**src/ucb_pkg.sv**
```systemverilog
// Constants for the serial channel command, buffer and status block
package ucb_pkg;
    // Register byte addresses
    localparam logic [11:0] UCB_A_MCR = 12'h700;
    localparam logic [11:0] UCB_A_MR1 = 12'h704;
    localparam logic [11:0] UCB_A_CR = 12'h708;
    localparam logic [11:0] UCB_A_BUF = 12'h70c;
    localparam logic [11:0] UCB_A_CHG = 12'h710;
    localparam logic [11:0] UCB_A_ACR = 12'h714;
    localparam logic [11:0] UCB_A_ISR = 12'h718;
    localparam logic [11:0] UCB_A_IER = 12'h71c;
    localparam logic [11:0] UCB_A_SR = 12'h720;
    // Field positions
    localparam int UCB_MCR_STOP = 7;
    localparam int UCB_MCR_CSEL = 6;
    localparam int UCB_MR1_RXSEL = 6;
    localparam int UCB_MR1_MDROP = 1;
    localparam int UCB_MR1_LOOP = 0;
    localparam int UCB_ACR_BRG = 7;
    localparam int UCB_ACR_CTS_IRQ_EN_B = 1;
    localparam int UCB_ACR_CTS_IRQ_EN_A = 0;
    localparam int UCB_ISR_COS = 7;
    localparam int UCB_ISR_DBB = 6;
    localparam int UCB_ISR_RXB = 5;
    localparam int UCB_ISR_TXB = 4;
    localparam int UCB_SR_TX_EMPTY_FLAG = 3;
    localparam int UCB_SR_TX_READY_FLAG = 2;
    localparam int UCB_SR_FFULL = 1;
    localparam int UCB_SR_RXRDY = 0;
    // Command codes
    localparam logic [1:0] UCB_CMD_NONE = 2'h0;
    localparam logic [1:0] UCB_CMD_EN = 2'h1;
    localparam logic [1:0] UCB_CMD_DIS = 2'h2;
    localparam logic [3:0] UCB_MISC_RSTBRK = 4'h5;
    // Reset values
    localparam logic [7:0] UCB_ACR_RST = 8'h00;
    localparam logic [7:0] UCB_REG_RST = 8'h00;
    // Receive FIFO depth
    localparam logic [1:0] UCB_FIFO_DEPTH = 2'h3;
    // Clear-to-send filter timing
    localparam int UCB_CLK_MHZ = 100;
    localparam int UCB_CTS_HOLD_US = 25;
    localparam int UCB_CTS_SAMPLE_CYC = UCB_CTS_HOLD_US * UCB_CLK_MHZ;
    localparam logic [1:0] UCB_CTS_START_SAMPLES = 2'h2;
    // One-hot receiver states
    typedef enum logic [3:0] {
        UCB_RX_HUNT = 4'h1,
        UCB_RX_START = 4'h2,
        UCB_RX_DATA = 4'h4,
        UCB_RX_STOP = 4'h8
    } ucb_rx_st_t;
endpackage : ucb_pkg

```
**src/ucb_channel.sv**
```systemverilog
// Serial channel command, receive FIFO, transmit buffer and status
// Operation
// transmitter command field: none, enable, disable, reserved
// transmit enable sets empty and ready flags
// transmit disable clears flags, finishes current character
// receiver command field: none, enable, disable, reserved
// receive enable hunts start bit unless multidrop
// receive disable aborts character, keeps status
// loopback or multidrop keeps receiver running
// software never writes reserved command code
// shift register feeds three-entry receive FIFO
// buffer and status access only while enabled; SR stays readable while the module is stopped
// holding write only while ready, clears ready
// empty shifter takes held character, sets ready
// transmit writes ignored when not ready or disabled
// filtered clear-to-send level change sets change bit
// change register read clears change and summary
// levels follow pins two samples after reset
// aux control bit 7 selects baud set
// enabled change bit sets status bit 7
// interrupt is masked status; reads stay unmasked
// status flags cleared by module reset
// break start or end sets delta break
// mode bit 6 selects ready or full status
//
// Decided for this implementation: register access over APB.
`timescale 1ns/100ps
module ucb_channel
    import ucb_pkg::*;
#(
    parameter logic [15:0] DIV_SET1 = 16'h0040,
    parameter logic [15:0] DIV_SET2 = 16'h0020
)
(
    input wire logic pclk,
    input wire logic presetn,
    input wire logic psel,
    input wire logic penable,
    input wire logic pwrite,
    input wire logic [31:0] paddr,
    input wire logic [31:0] pwdata,
    output logic [31:0] prdata,
    output logic pready,
    output logic pslverr,
    input wire logic serial_rx_pin,
    output logic serial_tx_pin,
    input wire logic cts_pin_a_n,
    input wire logic cts_pin_b_n,
    input wire logic ext_serial_clock,
    output logic irq_q
);

    logic [7:0] mcr_q, mr1_q, acr_q, ier_q, isr_q;
    logic pready_q, pslverr_q;
    logic [31:0] prdata_q;
    logic xfer, wr, rd, mapped, stopped, hit_lock;
    logic [7:0] wdat, rdat;
    logic loop_md, mdrop, rx_run;

    assign stopped = mcr_q[UCB_MCR_STOP];
    assign loop_md = mr1_q[UCB_MR1_LOOP];
    assign mdrop = mr1_q[UCB_MR1_MDROP];
    assign xfer = psel & penable & ~pready_q;
    assign wdat = pwdata[7:0];
    // Buffer, change, interrupt, command and aux control ports are dead while the module is stopped; MCR, MR1 and SR stay live
    assign hit_lock = (paddr[11:0] == UCB_A_BUF) | (paddr[11:0] == UCB_A_CHG)
        | (paddr[11:0] == UCB_A_ISR) | (paddr[11:0] == UCB_A_ACR)
        | (paddr[11:0] == UCB_A_CR) | (paddr[11:0] == UCB_A_IER);
    assign wr = xfer & pwrite & ~(stopped & hit_lock);
    assign rd = xfer & ~pwrite & ~(stopped & hit_lock);
    assign mapped = (paddr[31:12] == 20'h00000) & (paddr[1:0] == 2'h0)
        & (paddr[11:0] >= UCB_A_MCR) & (paddr[11:0] <= UCB_A_SR);

    logic wr_mcr, wr_mr1, wr_cr, wr_buf, wr_acr, wr_ier, rd_buf, rd_chg;
    assign wr_mcr = wr & (paddr[11:0] == UCB_A_MCR);
    assign wr_mr1 = wr & (paddr[11:0] == UCB_A_MR1);
    assign wr_cr = wr & (paddr[11:0] == UCB_A_CR);
    assign wr_buf = wr & (paddr[11:0] == UCB_A_BUF);
    assign wr_acr = wr & (paddr[11:0] == UCB_A_ACR);
    assign wr_ier = wr & (paddr[11:0] == UCB_A_IER);
    assign rd_buf = rd & (paddr[11:0] == UCB_A_BUF);
    assign rd_chg = rd & (paddr[11:0] == UCB_A_CHG);

    // Command decode; code 11 is left to do nothing
    logic [1:0] txc, rxc;
    logic tx_en_cmd, tx_dis_cmd, rx_en_cmd, rx_dis_cmd, rst_brk;
    assign txc = wr_cr ? wdat[3:2] : UCB_CMD_NONE;
    assign rxc = wr_cr ? wdat[1:0] : UCB_CMD_NONE;
    assign tx_en_cmd = (txc == UCB_CMD_EN);
    assign tx_dis_cmd = (txc == UCB_CMD_DIS);
    assign rx_en_cmd = (rxc == UCB_CMD_EN);
    assign rx_dis_cmd = (rxc == UCB_CMD_DIS);
    assign rst_brk = wr_cr & (wdat[7:4] == UCB_MISC_RSTBRK);

    always_ff @(posedge pclk or negedge presetn)
    begin
        if (!presetn)
        begin
            mcr_q <= UCB_REG_RST;
            mr1_q <= UCB_REG_RST;
            acr_q <= UCB_ACR_RST;
            ier_q <= UCB_REG_RST;
        end
        else
        begin
            if (wr_mcr)
                mcr_q <= wdat;
            if (wr_mr1)
                mr1_q <= wdat;
            if (wr_acr)
                acr_q <= wdat;
            if (wr_ier)
                ier_q <= wdat;
        end
    end

    // 16x bit-rate enable; divider follows the selected baud set
    logic [15:0] div_q, div_ld;
    logic tick;
    assign div_ld = acr_q[UCB_ACR_BRG] ? DIV_SET2 : DIV_SET1;
    assign tick = (div_q == 16'h0000);
    always_ff @(posedge pclk or negedge presetn)
    begin
        if (!presetn)
            div_q <= 16'h0000;
        else
            div_q <= tick ? div_ld - 16'h0001 : div_q - 16'h0001;
    end

    // Transmitter
    logic tx_en_q, tx_rdy_q, tx_emp_q, tx_busy_q;
    logic [7:0] thr_q;
    logic [9:0] tsh_q;
    logic [3:0] tsub_q, tbits_q;
    logic tx_pin_q, tx_load, tx_take, tx_done;
    assign tx_take = wr_buf & tx_en_q & tx_rdy_q;
    assign tx_load = ~tx_busy_q & tx_en_q & ~tx_rdy_q;
    assign tx_done = tx_busy_q & tick & (tsub_q == 4'hf)
        & (tbits_q == 4'h0);

    always_ff @(posedge pclk or negedge presetn)
    begin
        if (!presetn)
        begin
            tx_en_q <= 1'b0;
            tx_rdy_q <= 1'b0;
            tx_emp_q <= 1'b0;
            thr_q <= 8'h00;
        end
        else if (tx_dis_cmd)
        begin
            tx_en_q <= 1'b0;
            tx_rdy_q <= 1'b0;
            tx_emp_q <= 1'b0;
        end
        else if (tx_en_cmd & ~tx_en_q)
        begin
            tx_en_q <= 1'b1;
            tx_rdy_q <= 1'b1;
            tx_emp_q <= 1'b1;
        end
        else if (tx_take)
        begin
            thr_q <= wdat;
            tx_rdy_q <= 1'b0;
            tx_emp_q <= 1'b0;
        end
        else if (tx_load)
            tx_rdy_q <= 1'b1;
        else if (tx_done & tx_rdy_q)
            tx_emp_q <= 1'b1;
    end

    // Shifter runs to the end even after a disable
    always_ff @(posedge pclk or negedge presetn)
    begin
        if (!presetn)
        begin
            tx_busy_q <= 1'b0;
            tsh_q <= 10'h3ff;
            tsub_q <= 4'h0;
            tbits_q <= 4'h0;
            tx_pin_q <= 1'b1;
        end
        else if (tx_load)
        begin
            tx_busy_q <= 1'b1;
            tsh_q <= {1'b1, thr_q, 1'b0};
            tsub_q <= 4'h0;
            tbits_q <= 4'h9;
        end
        else if (tx_busy_q & tick)
        begin
            tx_pin_q <= tsh_q[0];
            tsub_q <= tsub_q + 4'h1;
            if (tsub_q == 4'hf)
            begin
                tsh_q <= {1'b1, tsh_q[9:1]};
                tbits_q <= tbits_q - 4'h1;
                if (tbits_q == 4'h0)
                    tx_busy_q <= 1'b0;
            end
        end
    end

    // Receiver; loopback feeds the transmit line back in
    ucb_rx_st_t rst_q;
    logic rx_en_q, rx_in, brk_q, dbb_ev, pend_q, push, pop;
    logic [3:0] rsub_q, rcnt_q;
    logic [7:0] rsh_q, pend_d_q;
    logic char_ev;
    assign rx_in = loop_md ? tx_pin_q : serial_rx_pin;
    assign rx_run = rx_en_q | loop_md | mdrop;
    assign char_ev = rx_run & tick & (rst_q == UCB_RX_STOP)
        & (rsub_q == 4'hf);

    always_ff @(posedge pclk or negedge presetn)
    begin
        if (!presetn)
            rx_en_q <= 1'b0;
        else if (rx_dis_cmd)
            rx_en_q <= 1'b0;
        else if (rx_en_cmd)
            rx_en_q <= 1'b1;
    end

    always_ff @(posedge pclk or negedge presetn)
    begin
        if (!presetn)
        begin
            rst_q <= UCB_RX_HUNT;
            rsub_q <= 4'h0;
            rcnt_q <= 4'h0;
            rsh_q <= 8'h00;
        end
        else if (!rx_run | (rx_en_cmd & ~rx_en_q & ~mdrop))
        begin
            rst_q <= UCB_RX_HUNT;
            rsub_q <= 4'h0;
        end
        else if (tick)
        begin
            rsub_q <= rsub_q + 4'h1;
            unique case (rst_q)
                UCB_RX_HUNT:
                begin
                    rsub_q <= 4'h0;
                    if (!rx_in & !brk_q)
                        rst_q <= UCB_RX_START;
                end
                UCB_RX_START:
                    if (rsub_q == 4'h7)
                    begin
                        rsub_q <= 4'h0;
                        rcnt_q <= 4'h0;
                        rst_q <= rx_in ? UCB_RX_HUNT : UCB_RX_DATA;
                    end
                UCB_RX_DATA:
                    if (rsub_q == 4'hf)
                    begin
                        rsh_q <= {rx_in, rsh_q[7:1]};
                        rcnt_q <= rcnt_q + 4'h1;
                        if (rcnt_q == 4'h7)
                            rst_q <= UCB_RX_STOP;
                    end
                UCB_RX_STOP:
                    if (rsub_q == 4'hf)
                        rst_q <= UCB_RX_HUNT;
            endcase
        end
    end

    // Break: null character with a low stop bit, ends on a high line
    logic brk_start, brk_end;
    assign brk_start = char_ev & ~rx_in & (rsh_q == 8'h00) & ~brk_q;
    assign brk_end = brk_q & rx_in & tick & (rst_q == UCB_RX_HUNT);
    assign dbb_ev = brk_start | brk_end;
    always_ff @(posedge pclk or negedge presetn)
    begin
        if (!presetn)
            brk_q <= 1'b0;
        else if (brk_start)
            brk_q <= 1'b1;
        else if (brk_end | !rx_run)
            brk_q <= 1'b0;
    end

    // Pending register pend_d_q holds one waiting character while the FIFO is full
    logic [7:0] fifo_q [0:2];
    logic [1:0] cnt_q, wr_idx;
    assign pop = rd_buf & (cnt_q != 2'h0);
    assign push = pend_q & ((cnt_q != UCB_FIFO_DEPTH) | pop);
    assign wr_idx = pop ? cnt_q - 2'h1 : cnt_q;

    always_ff @(posedge pclk or negedge presetn)
    begin
        if (!presetn)
        begin
            pend_q <= 1'b0;
            pend_d_q <= 8'h00;
            cnt_q <= 2'h0;
        end
        else
        begin
            if (char_ev)
                pend_d_q <= rsh_q;
            pend_q <= char_ev | (pend_q & ~push);
            cnt_q <= cnt_q + {1'b0, push} - {1'b0, pop};
        end
    end

    genvar gi;
    generate
        for (gi = 0; gi < 3; gi++)
        begin : g_fifo
            always_ff @(posedge pclk or negedge presetn)
            begin
                if (!presetn)
                    fifo_q[gi] <= 8'h00;
                else if (push & (wr_idx == 2'(gi)))
                    fifo_q[gi] <= pend_d_q;
                else if (pop)
                    fifo_q[gi] <= fifo_q[(gi < 2) ? gi + 1 : gi];
            end
        end
    endgenerate

    logic rx_rdy, ffull, rx_status_b;
    assign rx_rdy = (cnt_q != 2'h0);
    assign ffull = (cnt_q == UCB_FIFO_DEPTH);
    assign rx_status_b = mr1_q[UCB_MR1_RXSEL] ? ffull : rx_rdy;

    // Clear-to-send sampling; two equal samples accept a new level
    logic [11:0] csmp_q;
    logic xclk_q, csel, smp, crys_smp, started;
    logic [1:0] start_q, cts_pin, cand_q, lvl_q, chg_q, chg_ev;
    assign csel = mcr_q[UCB_MCR_CSEL];
    assign crys_smp = (csmp_q == 12'(UCB_CTS_SAMPLE_CYC - 1));
    assign smp = csel ? (ext_serial_clock & ~xclk_q) : crys_smp;
    assign cts_pin = {cts_pin_b_n, cts_pin_a_n};
    assign started = (start_q == UCB_CTS_START_SAMPLES);

    always_ff @(posedge pclk or negedge presetn)
    begin
        if (!presetn)
        begin
            csmp_q <= 12'h000;
            xclk_q <= 1'b0;
            start_q <= 2'h0;
        end
        else
        begin
            csmp_q <= crys_smp ? 12'h000 : csmp_q + 12'h001;
            xclk_q <= ext_serial_clock;
            if (smp & !started)
                start_q <= start_q + 2'h1;
        end
    end

    // Levels rest negated until started, so an asserted pin flags a change
    generate
        for (gi = 0; gi < 2; gi++)
        begin : g_cts
            assign chg_ev[gi] = started & smp & (cts_pin[gi] == cand_q[gi])
                & (cts_pin[gi] != lvl_q[gi]);
            always_ff @(posedge pclk or negedge presetn)
            begin
                if (!presetn)
                begin
                    cand_q[gi] <= 1'b1;
                    lvl_q[gi] <= 1'b1;
                    chg_q[gi] <= 1'b0;
                end
                else
                begin
                    if (smp)
                        cand_q[gi] <= cts_pin[gi];
                    if (chg_ev[gi])
                        lvl_q[gi] <= cts_pin[gi];
                    if (chg_ev[gi])
                        chg_q[gi] <= 1'b1;
                    else if (rd_chg)
                        chg_q[gi] <= 1'b0;
                end
            end
        end
    endgenerate

    // Interrupt status; an event beats a clear in the same cycle
    logic cos_ev;
    logic [7:0] isr_d;
    assign cos_ev = (chg_ev[0] & acr_q[UCB_ACR_CTS_IRQ_EN_A])
        | (chg_ev[1] & acr_q[UCB_ACR_CTS_IRQ_EN_B]);
    always_comb
    begin
        isr_d = 8'h00;
        isr_d[UCB_ISR_COS] = cos_ev | (isr_q[UCB_ISR_COS] & ~rd_chg);
        isr_d[UCB_ISR_DBB] = dbb_ev | (isr_q[UCB_ISR_DBB] & ~rst_brk);
        isr_d[UCB_ISR_RXB] = rx_status_b;
        isr_d[UCB_ISR_TXB] = tx_rdy_q;
    end

    always_ff @(posedge pclk or negedge presetn)
    begin
        if (!presetn)
        begin
            isr_q <= 8'h00;
            irq_q <= 1'b0;
        end
        else
        begin
            isr_q <= isr_d;
            irq_q <= |(isr_q & ier_q);
        end
    end

    // Read mux; write-only registers read as zero
    logic [7:0] sr_v;
    always_comb
    begin
        sr_v = 8'h00;
        sr_v[UCB_SR_TX_EMPTY_FLAG] = tx_emp_q;
        sr_v[UCB_SR_TX_READY_FLAG] = tx_rdy_q;
        sr_v[UCB_SR_FFULL] = ffull;
        sr_v[UCB_SR_RXRDY] = rx_rdy;
        unique case (paddr[11:0])
            UCB_A_MCR: rdat = mcr_q;
            UCB_A_MR1: rdat = mr1_q;
            UCB_A_BUF: rdat = fifo_q[0];
            UCB_A_CHG: rdat = {2'h0, chg_q, 2'h0, lvl_q};
            UCB_A_ISR: rdat = isr_q;
            UCB_A_IER: rdat = ier_q;
            UCB_A_SR: rdat = sr_v;
            default: rdat = 8'h00;
        endcase
    end

    always_ff @(posedge pclk or negedge presetn)
    begin
        if (!presetn)
        begin
            pready_q <= 1'b0;
            pslverr_q <= 1'b0;
            prdata_q <= 32'h00000000;
        end
        else
        begin
            pready_q <= xfer;
            pslverr_q <= xfer & ~mapped;
            if (rd)
                prdata_q <= {24'h000000, rdat};
            else if (xfer)
                prdata_q <= 32'h00000000;
        end
    end

    assign prdata = prdata_q;
    assign pready = pready_q;
    assign pslverr = pslverr_q;
    assign serial_tx_pin = tx_pin_q;

endmodule : ucb_channel

```
**config.mk**
```make
export PLATFORM = sky130hd
export DESIGN_NAME = ucb_channel
export DESIGN_NICKNAME = d
export VERILOG_FILES = /design/src/ucb_pkg.sv /design/src/ucb_channel.sv
export SDC_FILE = /design/constraint.sdc
export NUM_CORES = 1
export LEC_CHECK = 0
export BUFFER_PORTS_ARGS = -buffer_cell sky130_fd_sc_hd__clkbuf_2
export CORE_UTILIZATION = 60
export CTS_BUF_LIST = sky130_fd_sc_hd__clkbuf_4 sky130_fd_sc_hd__clkbuf_8
export DETAILED_ROUTE_END_ITERATION = 10
export GPL_TIMING_DRIVEN = 0
export PLACE_DENSITY = 0.87
export SYNTH_ARGS = -nofsm -noshare
export SYNTH_HDL_FRONTEND = slang
export SYNTH_SLANG_ARGS = --single-unit
```
**constraint.sdc**
```tcl
create_clock -name pclk -period 7.5 [get_ports pclk]
set_input_delay 1.875 -clock pclk [delete_from_list [all_inputs] [get_ports pclk]]
set_output_delay 1.875 -clock pclk [all_outputs]
set_load 0.01 [all_outputs]
```
==> impl_metrics.tcl <==
set metrics [dict create \
    outcome "complete, no violations" \
    power_w 0.00163 \
    cp_max_fo 10 \
    syn_to_final_growth_pct 12.5 \
    cts-root-buf "clkbuf_8" \
    cts_tree "done" \
    hold_viol 0 \
    combPwrFrac_pct 4.8 \
    dieWidth_um 120 \
    synth_seq_cells 166 \
    synthArstFlopShare_pct 100 \
    htree_num_levels 4 \
    initial_core_util_pct 62.3 \
    antenna_found_initial 0 \
    post-route-period-util_pct 69.0 \
    grt_setup_unrepaired "false" \
    drc_errors 0 \
    fin_ws_ps 2320 \
    cts_setup_buffers 0 \
    ys_warn_count 0 \
    worstRegToRegCells 12 \
    synth_cells 734 \
    syn_avg_cell_area_um2 11.4 \
    relSlewSlack_pct 28.0 \
    max-cap-violations 0 \
    dr.pass1.iters 5 \
    setup_viol 0 \
    p_leak_nw 4.51 \
    worstPathArrival_ps 5520 \
    startpoint_type "input port" \
    overflow 0 \
    gp_congestion 0.891 \
    core-area_um2 13400 \
    vias_per_cell 5.89 \
    fin_tns_setup_ps 0 \
    fin_worst_skew_ps 13.8 \
    p_seq_share_pct 55.2 \
    routed_wl_mm 17.4 \
    die-area_um2 14400 \
    synth_common_cells "dfrtp_1, mux2_2, nor2_1, nand2_1, o21ai_0" \
    final_nets 923 \
    drtIter0Drc 480 \
    grt_pass1_wl_mm 29.3 \
    hold_class "flip-flop to flip-flop" \
    cts_resized 0 \
    p_sw_share_pct 24.1 \
    ant_nets 0 \
    synthDistinctLibCells 68 \
    hold_path_depth 1 \
    avgRoutedWirePerCell_um 17.0 \
    r2r_end "rsh_q[5]$_DFFE_PN0P_" \
    synth_top_area_share_pct 45.3 \
    dpl.hpwl_mm 12.5 \
    port_buffers 58 \
    hold-path-endpoint "chg_q[1]$_DFFE_PN0P_" \
    fin_cells 1025 \
    grt_pass1_vias 5986 \
    clk_latency_ps 470 \
    place_inst 992 \
    reg2reg_from "pready$_DFF_PN0_" \
    grt_max_degree 88 \
    ys.flop_type "dfrtp_1" \
    synth_most_common_cell "dfrtp_1" \
    path_class "input port to flip-flop" \
    power.internal_w 0.00124 \
    synth.area.top_cells "dfrtp_1, mux2_2, dfstp_2, xnor2_1, nor2_1" \
    cts.hold.buffers_added 0 \
    diodes 0 \
    dp_slack_ps 1940 \
    yosysSeqAreaShare_pct 50.0 \
    netlist_area_um2 8350 \
    io_pins 109 \
    clkPwrFrac_pct 40.1 \
    fin_crit_ps 5180 \
    worstHoldStart "chg_q[1]$_DFFE_PN0P_" \
    dieHeight_um 120 \
    drive_above_1_share_pct 30.6 \
    synth_edf_count 0 \
    tightest_slew_ps 1070 \
    powerDensity_nw_per_um2 174 \
    cp_data_required_time_ps 7850 \
    switching_power_w 0.000393 \
    peakVddDrop_mv 0.146 \
    placed_area_um2 8980 \
    cts_made_buffers 17 \
    yosysTopAreaCell "dfrtp_1" \
    clk_path_buf_depth 2 \
    slew_violations 0 \
    path_clk_slew_ps 90 \
    vias 6037 \
    row_count 42 \
    fmax_mhz 193 \
    endpoint_kind "flip-flop" \
    grt_usage_pct 26.3 \
    cts.sinks 166 \
    reg2reg_slack_ps 3890 \
    design_area_um2 9390 \
]
through the flow:
stage	utilization, %	hold WS, ps
6_report	70.0	479
5_1_grt	70.0	495
4_1_cts	70.0	480
3_5_place_dp	67.0	460
3_3_place_gp	66.7	456
2_1_floorplan	-	416
sequential cells by signal (all words and copies together) (netlist names), 3 cells and up:
register  cells
csmp_q       12
tsh_q         9
pend_d_q      8
thr_q         8
tbits_q       4
rsub_q        4
ier_q         8
prdata        8
mr1_q         8
fifo_q       24
rsh_q         8
isr_q         4
tsub_q        4
div_q        16
rst_q         4
acr_q         3
rcnt_q        4
mcr_q         8
worst max path at each step:
stage	to	slack, ps	depth (start not counted)	start
after floorplan	rsh_q[3]$_DFFE_PN0P_	2770	13	paddr[5]
after global placement	rcnt_q[2]$_DFFE_PN0P_	1670	1	presetn
final	rsh_q[5]$_DFFE_PN0P_	2320	13	paddr[5]
after global routing	rsh_q[5]$_DFFE_PN0P_	2120	13	paddr[5]
after detailed placement	rsh_q[4]$_DFFE_PN0P_	1940	13	paddr[5]
after CTS	rsh_q[5]$_DFFE_PN0P_	2380	13	paddr[5]
placed cells by master, fill, tap and decap left out, types with 4 or more instances in the layout:
cell type,instances
dfrtp_1,151
mux2_2,102
clkbuf_2,58
nor2_1,55
nand2_1,47
o21ai_0,35
buf_4,26
xnor2_1,25
inv_1,24
conb_1,24
nand3_1,22
nor3_1,21
clkbuf_8,19
mux2i_1,18
a21oi_1,16
dfstp_2,15
clkbuf_1,14
ha_1,14
nor4_1,12
or3_1,10
and3_1,9
nand4_1,9
a22oi_1,7
xor2_1,6
nor4_4,5
or4_1,4
nand3b_1,4
o21a_1,4
nor2b_1,4
a32o_1,4
a221oi_1,4
worst max-delay path: stages:
cell and delay, ps:
buf_2 170, nor3_1 730, nand3_1 340, nor2_1 350, nand2_1 130, inv_1 90
ha_1 180, o21a_1 130, clkbuf_1 370, or3_1 180, clkbuf_1 210, clkbuf_1 380
mux2_2 390
logic make-up (layout without fill, tap and decap cells):
kind of cell / after synthesis / after routing / synth area share, %
AO/OA/AOI/OAI: 96 / 96 / 7.53
AND/OR/NAND/NOR: 236 / 236 / 16.1
flip-flops: 166 / 166 / 50.0
other: 1 / 24 / 0.0449
buffers and inverters: 67 / 159 / 4.21
XOR/XNOR: 31 / 31 / 3.25
adder cells (fa/ha/maj): 14 / 14 / 2.10
multiplexers: 123 / 123 / 16.7
power by group through the flow:
| stage | Combinational, W | Sequential [W] | Clock [W] |
|---|---|---|---|
| floorplan | 0.0000332 | 0.000917 | 0 |
| finish | 0.0000775 | 0.000900 | 0.000653 |
| CTS | 0.0000775 | 0.000900 | 0.000660 |
| detailed placement | 0.0000771 | 0.000917 | 0 |
| global placement | 0.0000741 | 0.000917 | 0 |
| global route | 0.0000861 | 0.000901 | 0.000698 |
cell type report:
cell class                 count  area, µm²
clock buffer                  19        255
buffer                        43        262
fill                         941       4010
clock inverter                13        146
sequential                   166       4170
tap                          176        220
timing repair buffer          60        332
inverter                      24       90.1
multi-input combinational    524       3910
routing by layer:
metal,up-vias,track usage [%],share of wire [%]
met5,-,0,0
met4,0,9.22,2.3
met3,35,6.56,5.7
met1,2968,33.1,43
li1,2818,-,-
met2,216,44.1,49
Note: power is estimated with default switching activity, not from simulation.
